## src/include/adc_spi_consts.svh

```systemverilog
// named offsets, field positions, reset values and timing of the serial command port
`ifndef ADC_SPI_CONSTS_SVH
`define ADC_SPI_CONSTS_SVH
`define CMD_LAST 5'd7
`define B_START 7
`define B_MODE 6
`define B_ZERO 5
`define RS_HI 4
`define RS_LO 1
`define B_WR 0
`define CAL_HI 5
`define CAL_LO 4
`define B_PD 3
`define RATE_HI 2
`define RATE_LO 0
`define RS_STATUS 4'h0
`define RS_CONTROL_REGISTER_ONE 4'h1
`define RS_PIN_CONTROL_REGISTER 4'h2
`define RS_GAIN_CAL_CONTROL_REGISTER 4'h3
`define RS_DATA 4'h4
`define RS_SOC 4'h5
`define RS_SGC 4'h6
`define RS_SCOC 4'h7
`define RS_CHIP_GAIN_CORRECTION 4'h8
`define RST_STATUS 8'h00
`define RST_CONTROL_REGISTER_ONE 8'h02
`define RST_PIN_CONTROL_REGISTER 8'h0F
`define RST_GAIN_CAL_CONTROL_REGISTER 8'h1E
`define RST_WIDE 24'h000000
`define LEN_NARROW 5'd8
`define LEN_WIDE 5'd24
`define NARROW_PAD 16'h0000
`define DATA_PAD 8'h00
`define FMT_BIT 2
`define GAIN_HI 7
`define GAIN_LO 5
`define POS_FULL 16'h7FFF
`define RES_MSB 16'h8000
`define SAT_NONE 8'h00
`define SAT_ALL 8'hFF
`define CLK_KHZ 125000
`define SELF_CAL_MS 200
`define SYS_CAL_MS 100
`endif

```

## src/include/adc_spi_pkg.sv

```systemverilog
// types shared by the serial command port modules
package adc_spi_pkg;
	typedef enum logic [1:0] {
		ST_CMD = 2'b00,
		ST_READ = 2'b01,
		ST_WRITE = 2'b10,
		ST_DONE = 2'b11
	} link_state_e;
	typedef enum logic [1:0] {
		CAL_NONE = 2'b00,
		CAL_SELF = 2'b01,
		CAL_SYS_OFFSET = 2'b10,
		CAL_SYS_GAIN = 2'b11
	} cal_sel_e;
	typedef logic [23:0] word_t;
endpackage

```

## src/include/adc_link_if.sv

```systemverilog
// synchronised frame and serial clock events between pin stage and core
`timescale 1ns/1ps
interface adc_link_if;
	logic frame;
	logic sck_rise;
	logic sck_fall;
	logic mosi;
	modport front (output frame, output sck_rise, output sck_fall, output mosi);
	modport core (input frame, input sck_rise, input sck_fall, input mosi);
endinterface

```

## src/rtl/adc_spi_command_interface.sv

```systemverilog
// serial command port, command decoder and register file of the converter
`timescale 1ns/1ps
`include "adc_spi_consts.svh"

module adc_spi_command_interface import adc_spi_pkg::*; #(
	parameter int unsigned SELF_CAL_CYCLES = `SELF_CAL_MS * `CLK_KHZ,
	parameter int unsigned SYS_CAL_CYCLES = `SYS_CAL_MS * `CLK_KHZ,
	parameter int TIMER_W = 25,
	parameter bit GAIN_ENABLE = 1'b1
) (
	// clock and reset
	input wire logic mclk,
	input wire logic srst,
	// serial pins
	input wire logic cs_n,
	input wire logic sclk,
	input wire logic din,
	output logic dout,
	output logic dout_oe,
	// general purpose pins
	input wire logic [3:0] gpio_in,
	output logic [3:0] gpio_out,
	output logic [3:0] gpio_oe,
	// modulator side
	input wire logic sample_valid,
	input wire logic [15:0] sample,
	input wire logic sample_over,
	input wire logic sample_under,
	input wire logic cal_overrange,
	output logic conv_start,
	output logic [2:0] conv_rate,
	output logic cal_start,
	output logic [1:0] cal_kind,
	output logic power_down,
	// configuration to analog side
	output logic [7:0] control_register_one,
	output logic [7:0] gain_cal_control_register
);
	adc_link_if lk ();

	spi_pin_sync u_pins (
		.mclk(mclk),
		.srst(srst),
		.cs_n(cs_n),
		.sclk(sclk),
		.din(din),
		.lk(lk)
	);

	// ----------------------------------------
	// state
	// ----------------------------------------
	link_state_e st;
	logic [4:0] cnt;
	logic [4:0] len;
	logic [7:0] cmd_sh;
	logic [3:0] sel;
	word_t wsh;
	word_t out_sh;
	logic [7:0] pin_control_register;
	word_t data_reg, soc_reg, sgc_reg, scoc_reg, system_gain_correction;
	word_t chip_gain_correction;
	logic system_gain_overrange, over_range_flag, under_range_flag;
	logic modulator_busy_flag, rdy, data_taken, conv_run;
	logic [2:0] rate_stat;
	logic [TIMER_W-1:0] cal_timer;
	logic [1:0] gpio_s1, gpio_s2, gpio_s3, gpio_s4;
	logic [3:0] gpio_sync;

	// ----------------------------------------
	// command decode
	// ----------------------------------------
	logic [7:0] next_cmd;
	logic cmd_fire, is_access, is_read;
	logic [1:0] calibration_select;
	logic power_down_now;
	logic [2:0] conversion_speed_code;
	logic [3:0] register_select;
	logic conv_cmd, cal_cmd, pd_cmd;
	logic wr_fire, rd_fire, data_read_now;
	word_t wr_word;
	logic out_msb;

	function automatic logic [4:0] reg_len(input logic [3:0] rs);
		reg_len = (rs >= `RS_DATA) ? `LEN_WIDE : `LEN_NARROW;
	endfunction

	assign next_cmd = {cmd_sh[6:0], lk.mosi};
	assign cmd_fire = lk.sck_rise && st == ST_CMD && cnt == `CMD_LAST;
	assign is_access = next_cmd[`B_MODE];
	assign is_read = next_cmd[`B_WR];
	assign register_select = next_cmd[`RS_HI:`RS_LO];
	assign calibration_select = next_cmd[`CAL_HI:`CAL_LO];
	assign power_down_now = next_cmd[`B_PD];
	assign conversion_speed_code = next_cmd[`RATE_HI:`RATE_LO];
	assign conv_cmd = cmd_fire && !is_access && calibration_select == CAL_NONE
		&& !power_down_now;
	assign pd_cmd = cmd_fire && !is_access && calibration_select == CAL_NONE
		&& power_down_now;
	assign cal_cmd = cmd_fire && !is_access && calibration_select != CAL_NONE;
	assign wr_word = {wsh[22:0], lk.mosi};
	assign wr_fire = lk.sck_rise && st == ST_WRITE && cnt == len - 5'd1;
	assign rd_fire = lk.sck_rise && st == ST_READ && cnt == len - 5'd1;
	assign data_read_now = rd_fire && sel == `RS_DATA;
	assign out_msb = out_sh[23];

	// ----------------------------------------
	// frame sequencer
	// ----------------------------------------
	always_ff @(posedge mclk) begin
		if (srst || !lk.frame) begin
			st <= ST_CMD;
			cnt <= 5'd0;
			len <= `LEN_NARROW;
			cmd_sh <= 8'h00;
			sel <= `RS_STATUS;
		end else if (lk.sck_rise) begin
			case (st)
				ST_CMD: begin
					// leading zeros skipped until the start bit
					if (cnt != 5'd0 || lk.mosi) begin
						cmd_sh <= next_cmd;
						cnt <= cnt + 5'd1;
					end
					if (cmd_fire) begin
						cnt <= 5'd0;
						sel <= register_select;
						len <= reg_len(register_select);
						if (!is_access || next_cmd[`B_ZERO]) begin
							st <= ST_DONE;
						end else if (is_read) begin
							st <= ST_READ;
						end else if (register_select == `RS_STATUS
							|| register_select == `RS_DATA
							|| register_select > `RS_CHIP_GAIN_CORRECTION) begin
							st <= ST_DONE;
						end else begin
							st <= ST_WRITE;
						end
					end
				end
				ST_READ, ST_WRITE: begin
					cnt <= cnt + 5'd1;
					if (cnt == len - 5'd1) begin
						st <= ST_DONE;
					end
				end
				ST_DONE: begin
					st <= ST_DONE;
				end
				default: begin
					st <= ST_DONE;
				end
			endcase
		end
	end

	// write shifter, most significant bit first
	always_ff @(posedge mclk) begin
		if (srst || !lk.frame) begin
			wsh <= `RST_WIDE;
		end else if (lk.sck_rise && st == ST_WRITE) begin
			wsh <= wr_word;
		end
	end

	// ----------------------------------------
	// read-back and serial output
	// ----------------------------------------
	function automatic word_t read_value(input logic [3:0] rs);
		case (rs)
			`RS_STATUS: read_value = {system_gain_overrange, rate_stat, over_range_flag,
				under_range_flag, modulator_busy_flag, rdy, `NARROW_PAD};
			`RS_CONTROL_REGISTER_ONE: read_value = {control_register_one, `NARROW_PAD};
			`RS_PIN_CONTROL_REGISTER: read_value = {pin_control_register[7:4],
				(pin_control_register[7:4] & pin_control_register[3:0])
				| (~pin_control_register[7:4] & gpio_sync), `NARROW_PAD};
			`RS_GAIN_CAL_CONTROL_REGISTER: read_value = {gain_cal_control_register, `NARROW_PAD};
			`RS_DATA: read_value = data_reg;
			`RS_SOC: read_value = soc_reg;
			`RS_SGC: read_value = sgc_reg;
			`RS_SCOC: read_value = scoc_reg;
			`RS_CHIP_GAIN_CORRECTION: read_value = chip_gain_correction;
			default: read_value = `RST_WIDE;
		endcase
	endfunction

	always_ff @(posedge mclk) begin
		if (srst) begin
			out_sh <= `RST_WIDE;
			dout <= 1'b1;
			dout_oe <= 1'b0;
		end else begin
			dout_oe <= lk.frame;
			if (cmd_fire && is_access && is_read) begin
				out_sh <= read_value(register_select);
			end else if (lk.sck_fall && st == ST_READ) begin
				out_sh <= {out_sh[22:0], 1'b0};
			end
			if (!lk.frame) begin
				dout <= 1'b1;
			end else if (st == ST_READ) begin
				if (lk.sck_fall) begin
					dout <= out_msb;
				end
			end else begin
				dout <= !rdy;
			end
		end
	end

	// ----------------------------------------
	// control and coefficient registers
	// ----------------------------------------
	always_ff @(posedge mclk) begin
		if (srst) begin
			control_register_one <= `RST_CONTROL_REGISTER_ONE;
			pin_control_register <= `RST_PIN_CONTROL_REGISTER;
			gain_cal_control_register <= `RST_GAIN_CAL_CONTROL_REGISTER;
			soc_reg <= `RST_WIDE;
			sgc_reg <= `RST_WIDE;
			scoc_reg <= `RST_WIDE;
			chip_gain_correction <= `RST_WIDE;
		end else if (wr_fire) begin
			case (sel)
				`RS_CONTROL_REGISTER_ONE: control_register_one <= wr_word[7:0];
				`RS_PIN_CONTROL_REGISTER: pin_control_register <= wr_word[7:0];
				`RS_GAIN_CAL_CONTROL_REGISTER: gain_cal_control_register <= wr_word[7:0];
				`RS_SOC: soc_reg <= wr_word;
				`RS_SGC: sgc_reg <= wr_word;
				`RS_SCOC: scoc_reg <= wr_word;
				`RS_CHIP_GAIN_CORRECTION: chip_gain_correction <= wr_word;
				default: soc_reg <= soc_reg;
			endcase
		end
	end
	assign system_gain_correction = sgc_reg;

	// general pins follow the pin register
	always_ff @(posedge mclk) begin
		if (srst) begin
			gpio_out <= 4'(`RST_PIN_CONTROL_REGISTER);
			gpio_oe <= 4'h0;
			gpio_s1 <= 2'h0;
			gpio_s2 <= 2'h0;
			gpio_s3 <= 2'h0;
			gpio_s4 <= 2'h0;
		end else begin
			gpio_out <= pin_control_register[3:0];
			gpio_oe <= pin_control_register[7:4];
			gpio_s1 <= {gpio_s1[0], gpio_in[0]};
			gpio_s2 <= {gpio_s2[0], gpio_in[1]};
			gpio_s3 <= {gpio_s3[0], gpio_in[2]};
			gpio_s4 <= {gpio_s4[0], gpio_in[3]};
		end
	end
	assign gpio_sync = {gpio_s4[1], gpio_s3[1], gpio_s2[1], gpio_s1[1]};

	// ----------------------------------------
	// result formatting
	// ----------------------------------------
	logic [2:0] digital_gain_select;
	word_t scaled;
	logic pos_sat, neg_sat;
	logic [15:0] clipped, result;

	assign digital_gain_select = GAIN_ENABLE
		? gain_cal_control_register[`GAIN_HI:`GAIN_LO] : 3'h0;
	assign scaled = {{8{sample[15]}}, sample} <<< digital_gain_select;
	assign pos_sat = !scaled[23] && scaled[22:15] != `SAT_NONE;
	assign neg_sat = scaled[23] && scaled[22:15] != `SAT_ALL;
	assign clipped = pos_sat ? `POS_FULL : (neg_sat ? `RES_MSB : scaled[15:0]);
	assign result = control_register_one[`FMT_BIT]
		? (clipped ^ `RES_MSB) : clipped;

	always_ff @(posedge mclk) begin
		if (srst) begin
			data_reg <= `RST_WIDE;
			over_range_flag <= 1'b0;
			under_range_flag <= 1'b0;
		end else if (sample_valid) begin
			data_reg <= {result, `DATA_PAD};
			over_range_flag <= sample_over || pos_sat;
			under_range_flag <= sample_under || neg_sat;
		end
	end

	// ----------------------------------------
	// conversion, calibration, power
	// ----------------------------------------
	logic cal_end;
	assign cal_end = modulator_busy_flag && !conv_run && cal_timer == TIMER_W'(1);

	always_ff @(posedge mclk) begin
		if (srst) begin
			modulator_busy_flag <= 1'b0;
			conv_run <= 1'b0;
			cal_timer <= '0;
			cal_kind <= CAL_NONE;
			power_down <= 1'b0;
			conv_start <= 1'b0;
			cal_start <= 1'b0;
			conv_rate <= 3'h0;
			rate_stat <= 3'h0;
			system_gain_overrange <= 1'b0;
		end else begin
			conv_start <= conv_cmd;
			cal_start <= cal_cmd;
			if (conv_cmd) begin
				modulator_busy_flag <= 1'b1;
				conv_run <= 1'b1;
				power_down <= 1'b0;
				conv_rate <= conversion_speed_code;
				rate_stat <= conversion_speed_code;
			end else if (cal_cmd) begin
				modulator_busy_flag <= 1'b1;
				conv_run <= 1'b0;
				power_down <= 1'b0;
				cal_kind <= calibration_select;
				cal_timer <= (calibration_select == CAL_SELF)
					? TIMER_W'(SELF_CAL_CYCLES) : TIMER_W'(SYS_CAL_CYCLES);
			end else if (pd_cmd) begin
				power_down <= 1'b1;
				modulator_busy_flag <= 1'b0;
				conv_run <= 1'b0;
				cal_timer <= '0;
			end else if (conv_run && sample_valid) begin
				modulator_busy_flag <= 1'b0;
				conv_run <= 1'b0;
			end else if (cal_end) begin
				modulator_busy_flag <= 1'b0;
				cal_timer <= '0;
				if (cal_kind != CAL_SELF) begin
					system_gain_overrange <= cal_overrange;
				end
			end else if (modulator_busy_flag && !conv_run) begin
				cal_timer <= cal_timer - TIMER_W'(1);
			end
		end
	end

	// ready flag: a new result wins over any clear
	always_ff @(posedge mclk) begin
		if (srst) begin
			rdy <= 1'b0;
			data_taken <= 1'b0;
		end else begin
			if (sample_valid) begin
				rdy <= 1'b1;
			end else if (conv_cmd && (data_taken || data_read_now)) begin
				rdy <= 1'b0;
			end else if (data_read_now && conv_run) begin
				rdy <= 1'b0;
			end
			if (sample_valid) begin
				data_taken <= 1'b0;
			end else if (data_read_now) begin
				data_taken <= 1'b1;
			end
		end
	end
endmodule

```

## src/rtl/spi_pin_sync.sv

```systemverilog
// pin synchronisers and serial clock edge finder
`timescale 1ns/1ps
module spi_pin_sync (
	// clock and reset
	input wire logic mclk,
	input wire logic srst,
	// serial pins
	input wire logic cs_n,
	input wire logic sclk,
	input wire logic din,
	// events to core
	adc_link_if.front lk
);
	logic [1:0] cs_sync;
	logic [1:0] sck_sync;
	logic [1:0] din_sync;
	logic sck_last;

	always_ff @(posedge mclk) begin
		if (srst) begin
			cs_sync <= 2'h3;
			sck_sync <= 2'h0;
			din_sync <= 2'h0;
			sck_last <= 1'b0;
		end else begin
			cs_sync <= {cs_sync[0], cs_n};
			sck_sync <= {sck_sync[0], sclk};
			din_sync <= {din_sync[0], din};
			sck_last <= sck_sync[1];
		end
	end

	// edges count only inside a frame
	assign lk.frame = !cs_sync[1];
	assign lk.sck_rise = !cs_sync[1] && sck_sync[1] && !sck_last;
	assign lk.sck_fall = !cs_sync[1] && !sck_sync[1] && sck_last;
	assign lk.mosi = din_sync[1];
endmodule

```

## config.mk

```make
export PLATFORM = sky130hd
export DESIGN_NAME = adc_spi_command_interface
export DESIGN_NICKNAME = d
export VERILOG_FILES = /design/src/include/adc_spi_pkg.sv /design/src/include/adc_link_if.sv /design/src/rtl/adc_spi_command_interface.sv /design/src/rtl/spi_pin_sync.sv
export VERILOG_INCLUDE_DIRS = /design/src /design/src/include
export SDC_FILE = /design/constraint.sdc
export NUM_CORES = 1
export LEC_CHECK = 0
export BUFFER_PORTS_ARGS = -buffer_cell sky130_fd_sc_hd__buf_2
export CAP_MARGIN = 20
export CORE_MARGIN = 2
export CORE_UTILIZATION = 57
export CTS_CLUSTER_SIZE = 30
export DETAILED_ROUTE_END_ITERATION = 6
export GPL_TIMING_DRIVEN = 0
export PLACE_DENSITY_LB_ADDON = 0.1
export SLEW_MARGIN = 20
export SYNTH_ARGS = -nofsm -noshare
export SYNTH_HDL_FRONTEND = slang
export SYNTH_SLANG_ARGS = --single-unit
```

## constraint.sdc

```tcl
create_clock -name mclk -period 5.84 [get_ports mclk]
set_clock_uncertainty 0.2 [all_clocks]
set_input_delay 0.876 -clock mclk [delete_from_list [all_inputs] [get_ports mclk]]
set_output_delay 0.876 -clock mclk [all_outputs]
set_load 0.005 [all_outputs]
```

---- Word-level counts from Yosys, hierarchy flattened ----
Cells that the tools add are included.
cells by class
  add/subtract/negate cells ............... 3
  shift-type cells ........................ 1
  multiplexer cells ....................... 36
  reduce and logical (&&, ||, !) cells .... 72
  magnitude comparators ................... 2
  bitwise gates (word level) .............. 9
  equality and inequality tests ........... 30
operators with widths
  cell                                                count
  case mux 24 bit (9 select lines)                    1
  2-to-1 mux 25 bit                                   6
  2-to-1 mux 16 bit                                   3
  2-to-1 mux 24 bit                                   2
  == test 4 x 3 -> 1 bit, second input constant       8
  logical AND 1 bit                                   26
  == test 25 x 1 -> 1 bit, second input constant      1
  subtractor 25 x 1 -> 25 bit, second input constant  1
  <<< shifter 24 x 3 -> 24 bit                        1
  == test 4 x 2 -> 1 bit, second input constant       4
  AND reduction 2 bit                                 8
  2-to-1 mux 1 bit                                    15
  2-to-1 mux 5 bit                                    3
  AND reduction 3 bit                                 5
  case mux 5 bit (2 select lines)                     1
  nonzero test 5 bit                                  2
  bitwise AND 4 bit                                   2
  == test 4 x 1 -> 1 bit, second input constant       2
  == test 4 bit, second input constant                2
  logical NOT 1 bit                                   8
  logical OR 1 bit                                    8
  2-to-1 mux 2 bit                                    4
  inequality test 8 bit, second input constant        1
  nonzero test 4 bit                                  2
  other kinds (24)                                    37
word-level totals
  input port bits ......................... 29
  flip-flop bits (word level) ............. 270
  output and inout bits ................... 34
  logic and storage cells ................. 193

---- Depth between registers and ports, before layout ----
  depth in word-level cells ............... 11
  depth in mapped cells ................... 10
  depth with buffers taken out ............ 8

---- By module ----
Synthesis repeated with hierarchy kept, for this count alone.
unflattened totals
  cells, all modules ...................... 1,420
  area total of the unflattened synthesis .. 12,246.7 um2
modules (own cells, without submodules)
  module                     cells an instance  area an instance (um2)  times used  sequential area each (um2)
  adc_spi_command_interface  1,403              12,044.1                1           5,185.0
  spi_pin_sync               17                 202.7                   1           140.1

---- Worst setup path after synthesis ----
Ideal clock, no wire load.
  kind .................................... input -> register
  from .................................... input sample[11]
  to ...................................... register data_reg[12]
  data required time ...................... 5.503 ns
  setup slack ............................. 3.233 ns
  arrival ................................. 2.269 ns
  buffers on the path ..................... 1
  library setup time ...................... 0.137 ns
  stages on the path ...................... 7
  cell sequence ........................... mux2i_1 nand2_1 a2111oi_0 a211oi_1 nor2_1 clkbuf_1 a211oi_1
between the ends
  longest elaborated chain between the ends .. 6
  elaborated cells between the ends (all ways) .. 9
  those cells by class .................... eq/ne: 1; shift: 1; mux: 3; reduce/logical: 4
ends and longest elaborated chain
  item                              line                              text
  start, declared                   adc_spi_command_interface.sv:26   input wire logic [15:0] sample,
  <<< shifter 24 x 3 -> 24 bit (*)  adc_spi_command_interface.sv:269  assign scaled = {{8{sample[15]}}, sample} <<< digital_gain_select;
  inequality test 8 bit (no line)   -
  logical AND 1 bit (no line)       -
  2-to-1 mux 16 bit                 adc_spi_command_interface.sv:272  assign clipped = pos_sat ? `POS_FULL : (neg_sat ? `RES_MSB : scaled[15:0]);
  2-to-1 mux 16 bit (*)             adc_spi_command_interface.sv:272
  2-to-1 mux 16 bit (*)             adc_spi_command_interface.sv:273  assign result = control_register_one[`FMT_BIT]
  end signal, assigned              adc_spi_command_interface.sv:278  data_reg <= `RST_WIDE;
  end signal, assigned              adc_spi_command_interface.sv:282  data_reg <= {result, `DATA_PAD};
  end, declared                     adc_spi_command_interface.sv:61   word_t data_reg, soc_reg, sgc_reg, scoc_reg, system_gain_correction;
Mark *: on every way between the ends. The rest lies on a longest branch, timed or not.
A chain may end at the register's enable or synchronous reset.

---- Worst setup path in the final report ----
  from .................................... register st[0]
  to ...................................... register out_sh[19]
between the ends
  longest elaborated chain between the ends .. 6
  elaborated cells between the ends (all ways) .. 9
  those cells by class .................... eq/ne: 1; mux: 1; reduce/logical: 7
ends and longest elaborated chain
  item                                                     line                              text
  start, declared                                          adc_spi_command_interface.sv:53   link_state_e st;
  start signal, assigned                                   adc_spi_command_interface.sv:112  st <= ST_CMD;
  start signal, assigned                                   adc_spi_command_interface.sv:130  st <= ST_DONE;
  start signal, assigned                                   adc_spi_command_interface.sv:132  st <= ST_READ;
  logical NOT 2 bit                                        adc_spi_command_interface.sv:89   assign cmd_fire = lk.sck_rise && st == ST_CMD && cnt == `CMD_LAST;
  logical AND 1 bit                                        adc_spi_command_interface.sv:89
  logical AND 1 bit (no line)                              -
  logical AND 1 bit (2 in a row)                           adc_spi_command_interface.sv:195  if (cmd_fire && is_access && is_read) begin
  2-to-1 mux 24 bit or nonzero test 2 bit (tied branches)  -
  end signal, assigned                                     adc_spi_command_interface.sv:190  out_sh <= `RST_WIDE;
  end signal, assigned                                     adc_spi_command_interface.sv:196  out_sh <= read_value(register_select);
  end signal, assigned                                     adc_spi_command_interface.sv:198  out_sh <= {out_sh[22:0], 1'b0};
  end, declared                                            adc_spi_command_interface.sv:59   word_t out_sh;
Several ways; a longest one is shown, not always the timed one.

==> metrics.csv <==
stage;metric;value;unit
run_status;status;finished, final reports clean;
timing;final worst path period share;0.6117;
yosys;Synth Register Bits;266;
place;routability cong.;0.9774;
route;drt initial violations;824;
floorplanning;DIE AREA;0.02281;mm2
floorplanning;initial core utilization;0.5826;
layout;multi-input logic area;0.006404;mm2
clocking;CTS max path bufs;3;
timing;number of setup violations in the final report;0;
clocking;htree depth;1;
floorplanning;IO Count;63;
timing;RSZ-0062 raised after global routing;false;
layout;NumNets Final;1529;
yosys;ys async rst share;0;
min_path;hold crit path type;reg2reg;
route;drt wl/cell;20.29;um
job;Max Cap Viol;0;
layout;layout cell share with drive strength beyond 1;0.1275;
timing;Worst-Margin Slew;0.9708;ns
setup_path;Critical path origin;st[0]$_SDFFE_PP0P_;
power_and_ir_drop;Max VDD drop;0.0001777;V
clocking;clock latency at the later pin of the worst-skew pair;0.55;ns
layout;max reg flops;25;
setup_path;Startpoint Class;flip-flop;
setup_path;CP arrival;3.83;ns
floorplanning;Core Area;0.02115;mm2
power_and_ir_drop;LEAKAGE;0.005488;uW
setup_path;r2r startpoint;st[0]$_SDFFE_PP0P_;
min_path;startpoint of the worst hold path;u_pins.cs_sync[0]$_SDFF_PP1_;
layout;Biggest register;cal_timer;
yosys;Net Count, Synth;1437;
global_routing;vias in the first global route;9905;
yosys;most common cell in the netlist;dfxtp_1;
route;drt first pass iters;6;
clocking;CTS tree;built;
clocking;buffers inserted by post-CTS timing repair;0;
setup_path;Crit. End Element;flip-flop;
timing;setup TNS;0;ns
global_routing;largest net degree at the start of global routing;15;
route;DRC;0;
power_and_ir_drop;pwr/cell area;290.9;mW/mm2
layout;storage element area;0.005325;mm2
power_and_ir_drop;Pwr Total;4105;uW
timing;f_max;0.2799;GHz
floorplanning;Row Count;53;
place;HPWL after DPL;25.83;mm
clocking;Clock Pin Slew Worst Setup and Hold Paths;0.06;ns
yosys;Synth Instances;1400;
yosys;Synth Flop Type;dfxtp_1;
layout;Inserted Diodes;0;
place;number of buffers added on ports;62;
floorplanning;Die Ht;151.0;um
yosys;top cell type's share of synthesized area;0.4321;
global_routing;global-route wire length before repair;55.86;mm
yosys;Yosys warnings;0;
timing;Slew Limit Fails;0;
yosys;Unique masters post-synth;75;
clocking;CTS sink cnt;266;
route;ANT nets after route;0;
timing;Slew HR;0.3474;
yosys;Post-Synthesis Cell Area;0.01232;mm2
global_routing;initial antenna violation count;0;
clocking;Post-CTS Resized;0;
layout;FILL cells;1772;
timing;Fin. Hold Viols;0;
route;vias per std cell;6.081;
yosys;Post-synth EDFFs;0;
floorplanning;Die Span X;151.0;um
yosys;syn_area_per_cell;8.803;um2
timing;fin crit period;3.573;ns
yosys;synth top area cells;dfxtp_1 43%, mux2i_1 12%, nor2_1 6.4%, nand2_1 4.1%, a21oi_1 3.5%;
setup_path;crit path kind;reg2reg;
setup_path;CP Max Fanout;10;
clocking;cts bufs inserted;28;
route;final wirelength;36.30;mm
yosys;sequential share of the synthesized area;0.4321;
route;vias;10879;
global_routing;gr ovfl total;0;
clocking;Post-CTS Hold Buffers;0;
setup_path;Worst EP required;6.10;ns
yosys;Commonest cells post-synth;266 x dfxtp_1, 209 x nor2_1, 143 x mux2i_1;
layout;P&R area growth vs syn;14.51;%
clocking;Root Buffer Master;clkbuf_16;
yosys;area leader, netlist;dfxtp_1;
global_routing;GRT Resource Usage Total;0.3162;
==> cell usage in the layout, fill, tap and decap left out, types with 15 or more instances in the layout <==
master	Yosys	routed
a21oi_1	85	85
mux2i_1	143	143
nand2_1	135	135
nor2b_1	33	33
a22oi_1	23	23
clkbuf_1	82	83
o21ai_0	39	39
clkbuf_16	0	29
o32ai_1	15	15
a211oi_1	46	46
buf_2	18	80
inv_1	29	29
dfxtp_1	266	266
nor2_1	209	209
mux2_2	26	26
nand3_1	20	20
nor3_1	23	23
==> logic make-up (layout without fill, tap and decap cells) <==
group                      after synthesis  count (layout)  synth area share
buffers and inverters                  144             258           0.04873
muxes                                  178             178            0.1563
DFF                                    266             266            0.4321
AOI/OAI and AO/OA                      292             292            0.1596
xor gates and xnor gates                 6               6          0.004265
and+or+nand+nor                        506             506            0.1909
adders and majority gates                8               8          0.008122
==> worst paths after layout <==
| path | endpoint | slack (ns) | cells after the start |
|---|---|---|---|
| worst max register to register | out_sh[19]$_SDFFE_PP0P_ | 2.27 | 9 |
| worst min-delay path | u_pins.cs_sync[1]$_SDFF_PP1_ | 0.22 | 1 |
| worst max-delay path | out_sh[19]$_SDFFE_PP0P_ | 2.27 | 9 |
| worst min register to register | u_pins.cs_sync[1]$_SDFF_PP1_ | 0.22 | 1 |
==> cell type report <==
cell class | instances | share of cell area
Clock inverter | 19 | 0.02536
Sequential cell | 266 | 0.3773
Timing Repair Buffer | 62 | 0.02199
Inverter | 31 | 0.008245
Buffer | 113 | 0.03431
Multi-Input combinational cell | 990 | 0.4538
Clock buffer | 33 | 0.05461
Tap cell | 275 | 0.02438
==> power breakdown <==
part           switching [uW]  total (uW)  leakage, uW  internal (uW)
registers                10.8        1840      0.00215           1830
clock network             760        2140     0.000550           1380
logic                    79.6         120      0.00279           40.4
total                     850        4100      0.00549           3250
==> metrics by stage <==
step	hold slack, ns	cells	setup WS (ns)	cell area, um2	utilization
3_3_place_gp	0.1932	1737	2.423	12980	0.6135
2_1_floorplan	0.1895	1400	3.233	12320	-
5_1_grt	0.2493	1789	2.121	14110	0.6671
6_report	0.2168	1789	2.268	14110	0.6671
4_1_cts	0.2152	1789	2.394	14110	0.6669
3_5_place_dp	0.2030	1737	2.404	12980	0.6135
==> critical path, cell delays in order (launching register included) <==
cell	delay [ns]
dfxtp_1	0.33
inv_1	0.12
ha_1	0.25
nor4bb_1	0.30
buf_2	0.23
nand4_1	0.48
a21oi_1	0.74
buf_2	0.37
o21ai_0	0.22
a211oi_1	0.25
==> metal layers <==
metal | track usage | part of all wire | vias up
met5 | 0 | 0 | -
met4 | 0.09953 | 0.029 | 0
met3 | 0.06235 | 0.082 | 75
met2 | 0.4918 | 0.44 | 450
met1 | 0.4438 | 0.45 | 5191
li1 | - | - | 5163
Note: power is estimated with default switching activity, not from simulation.
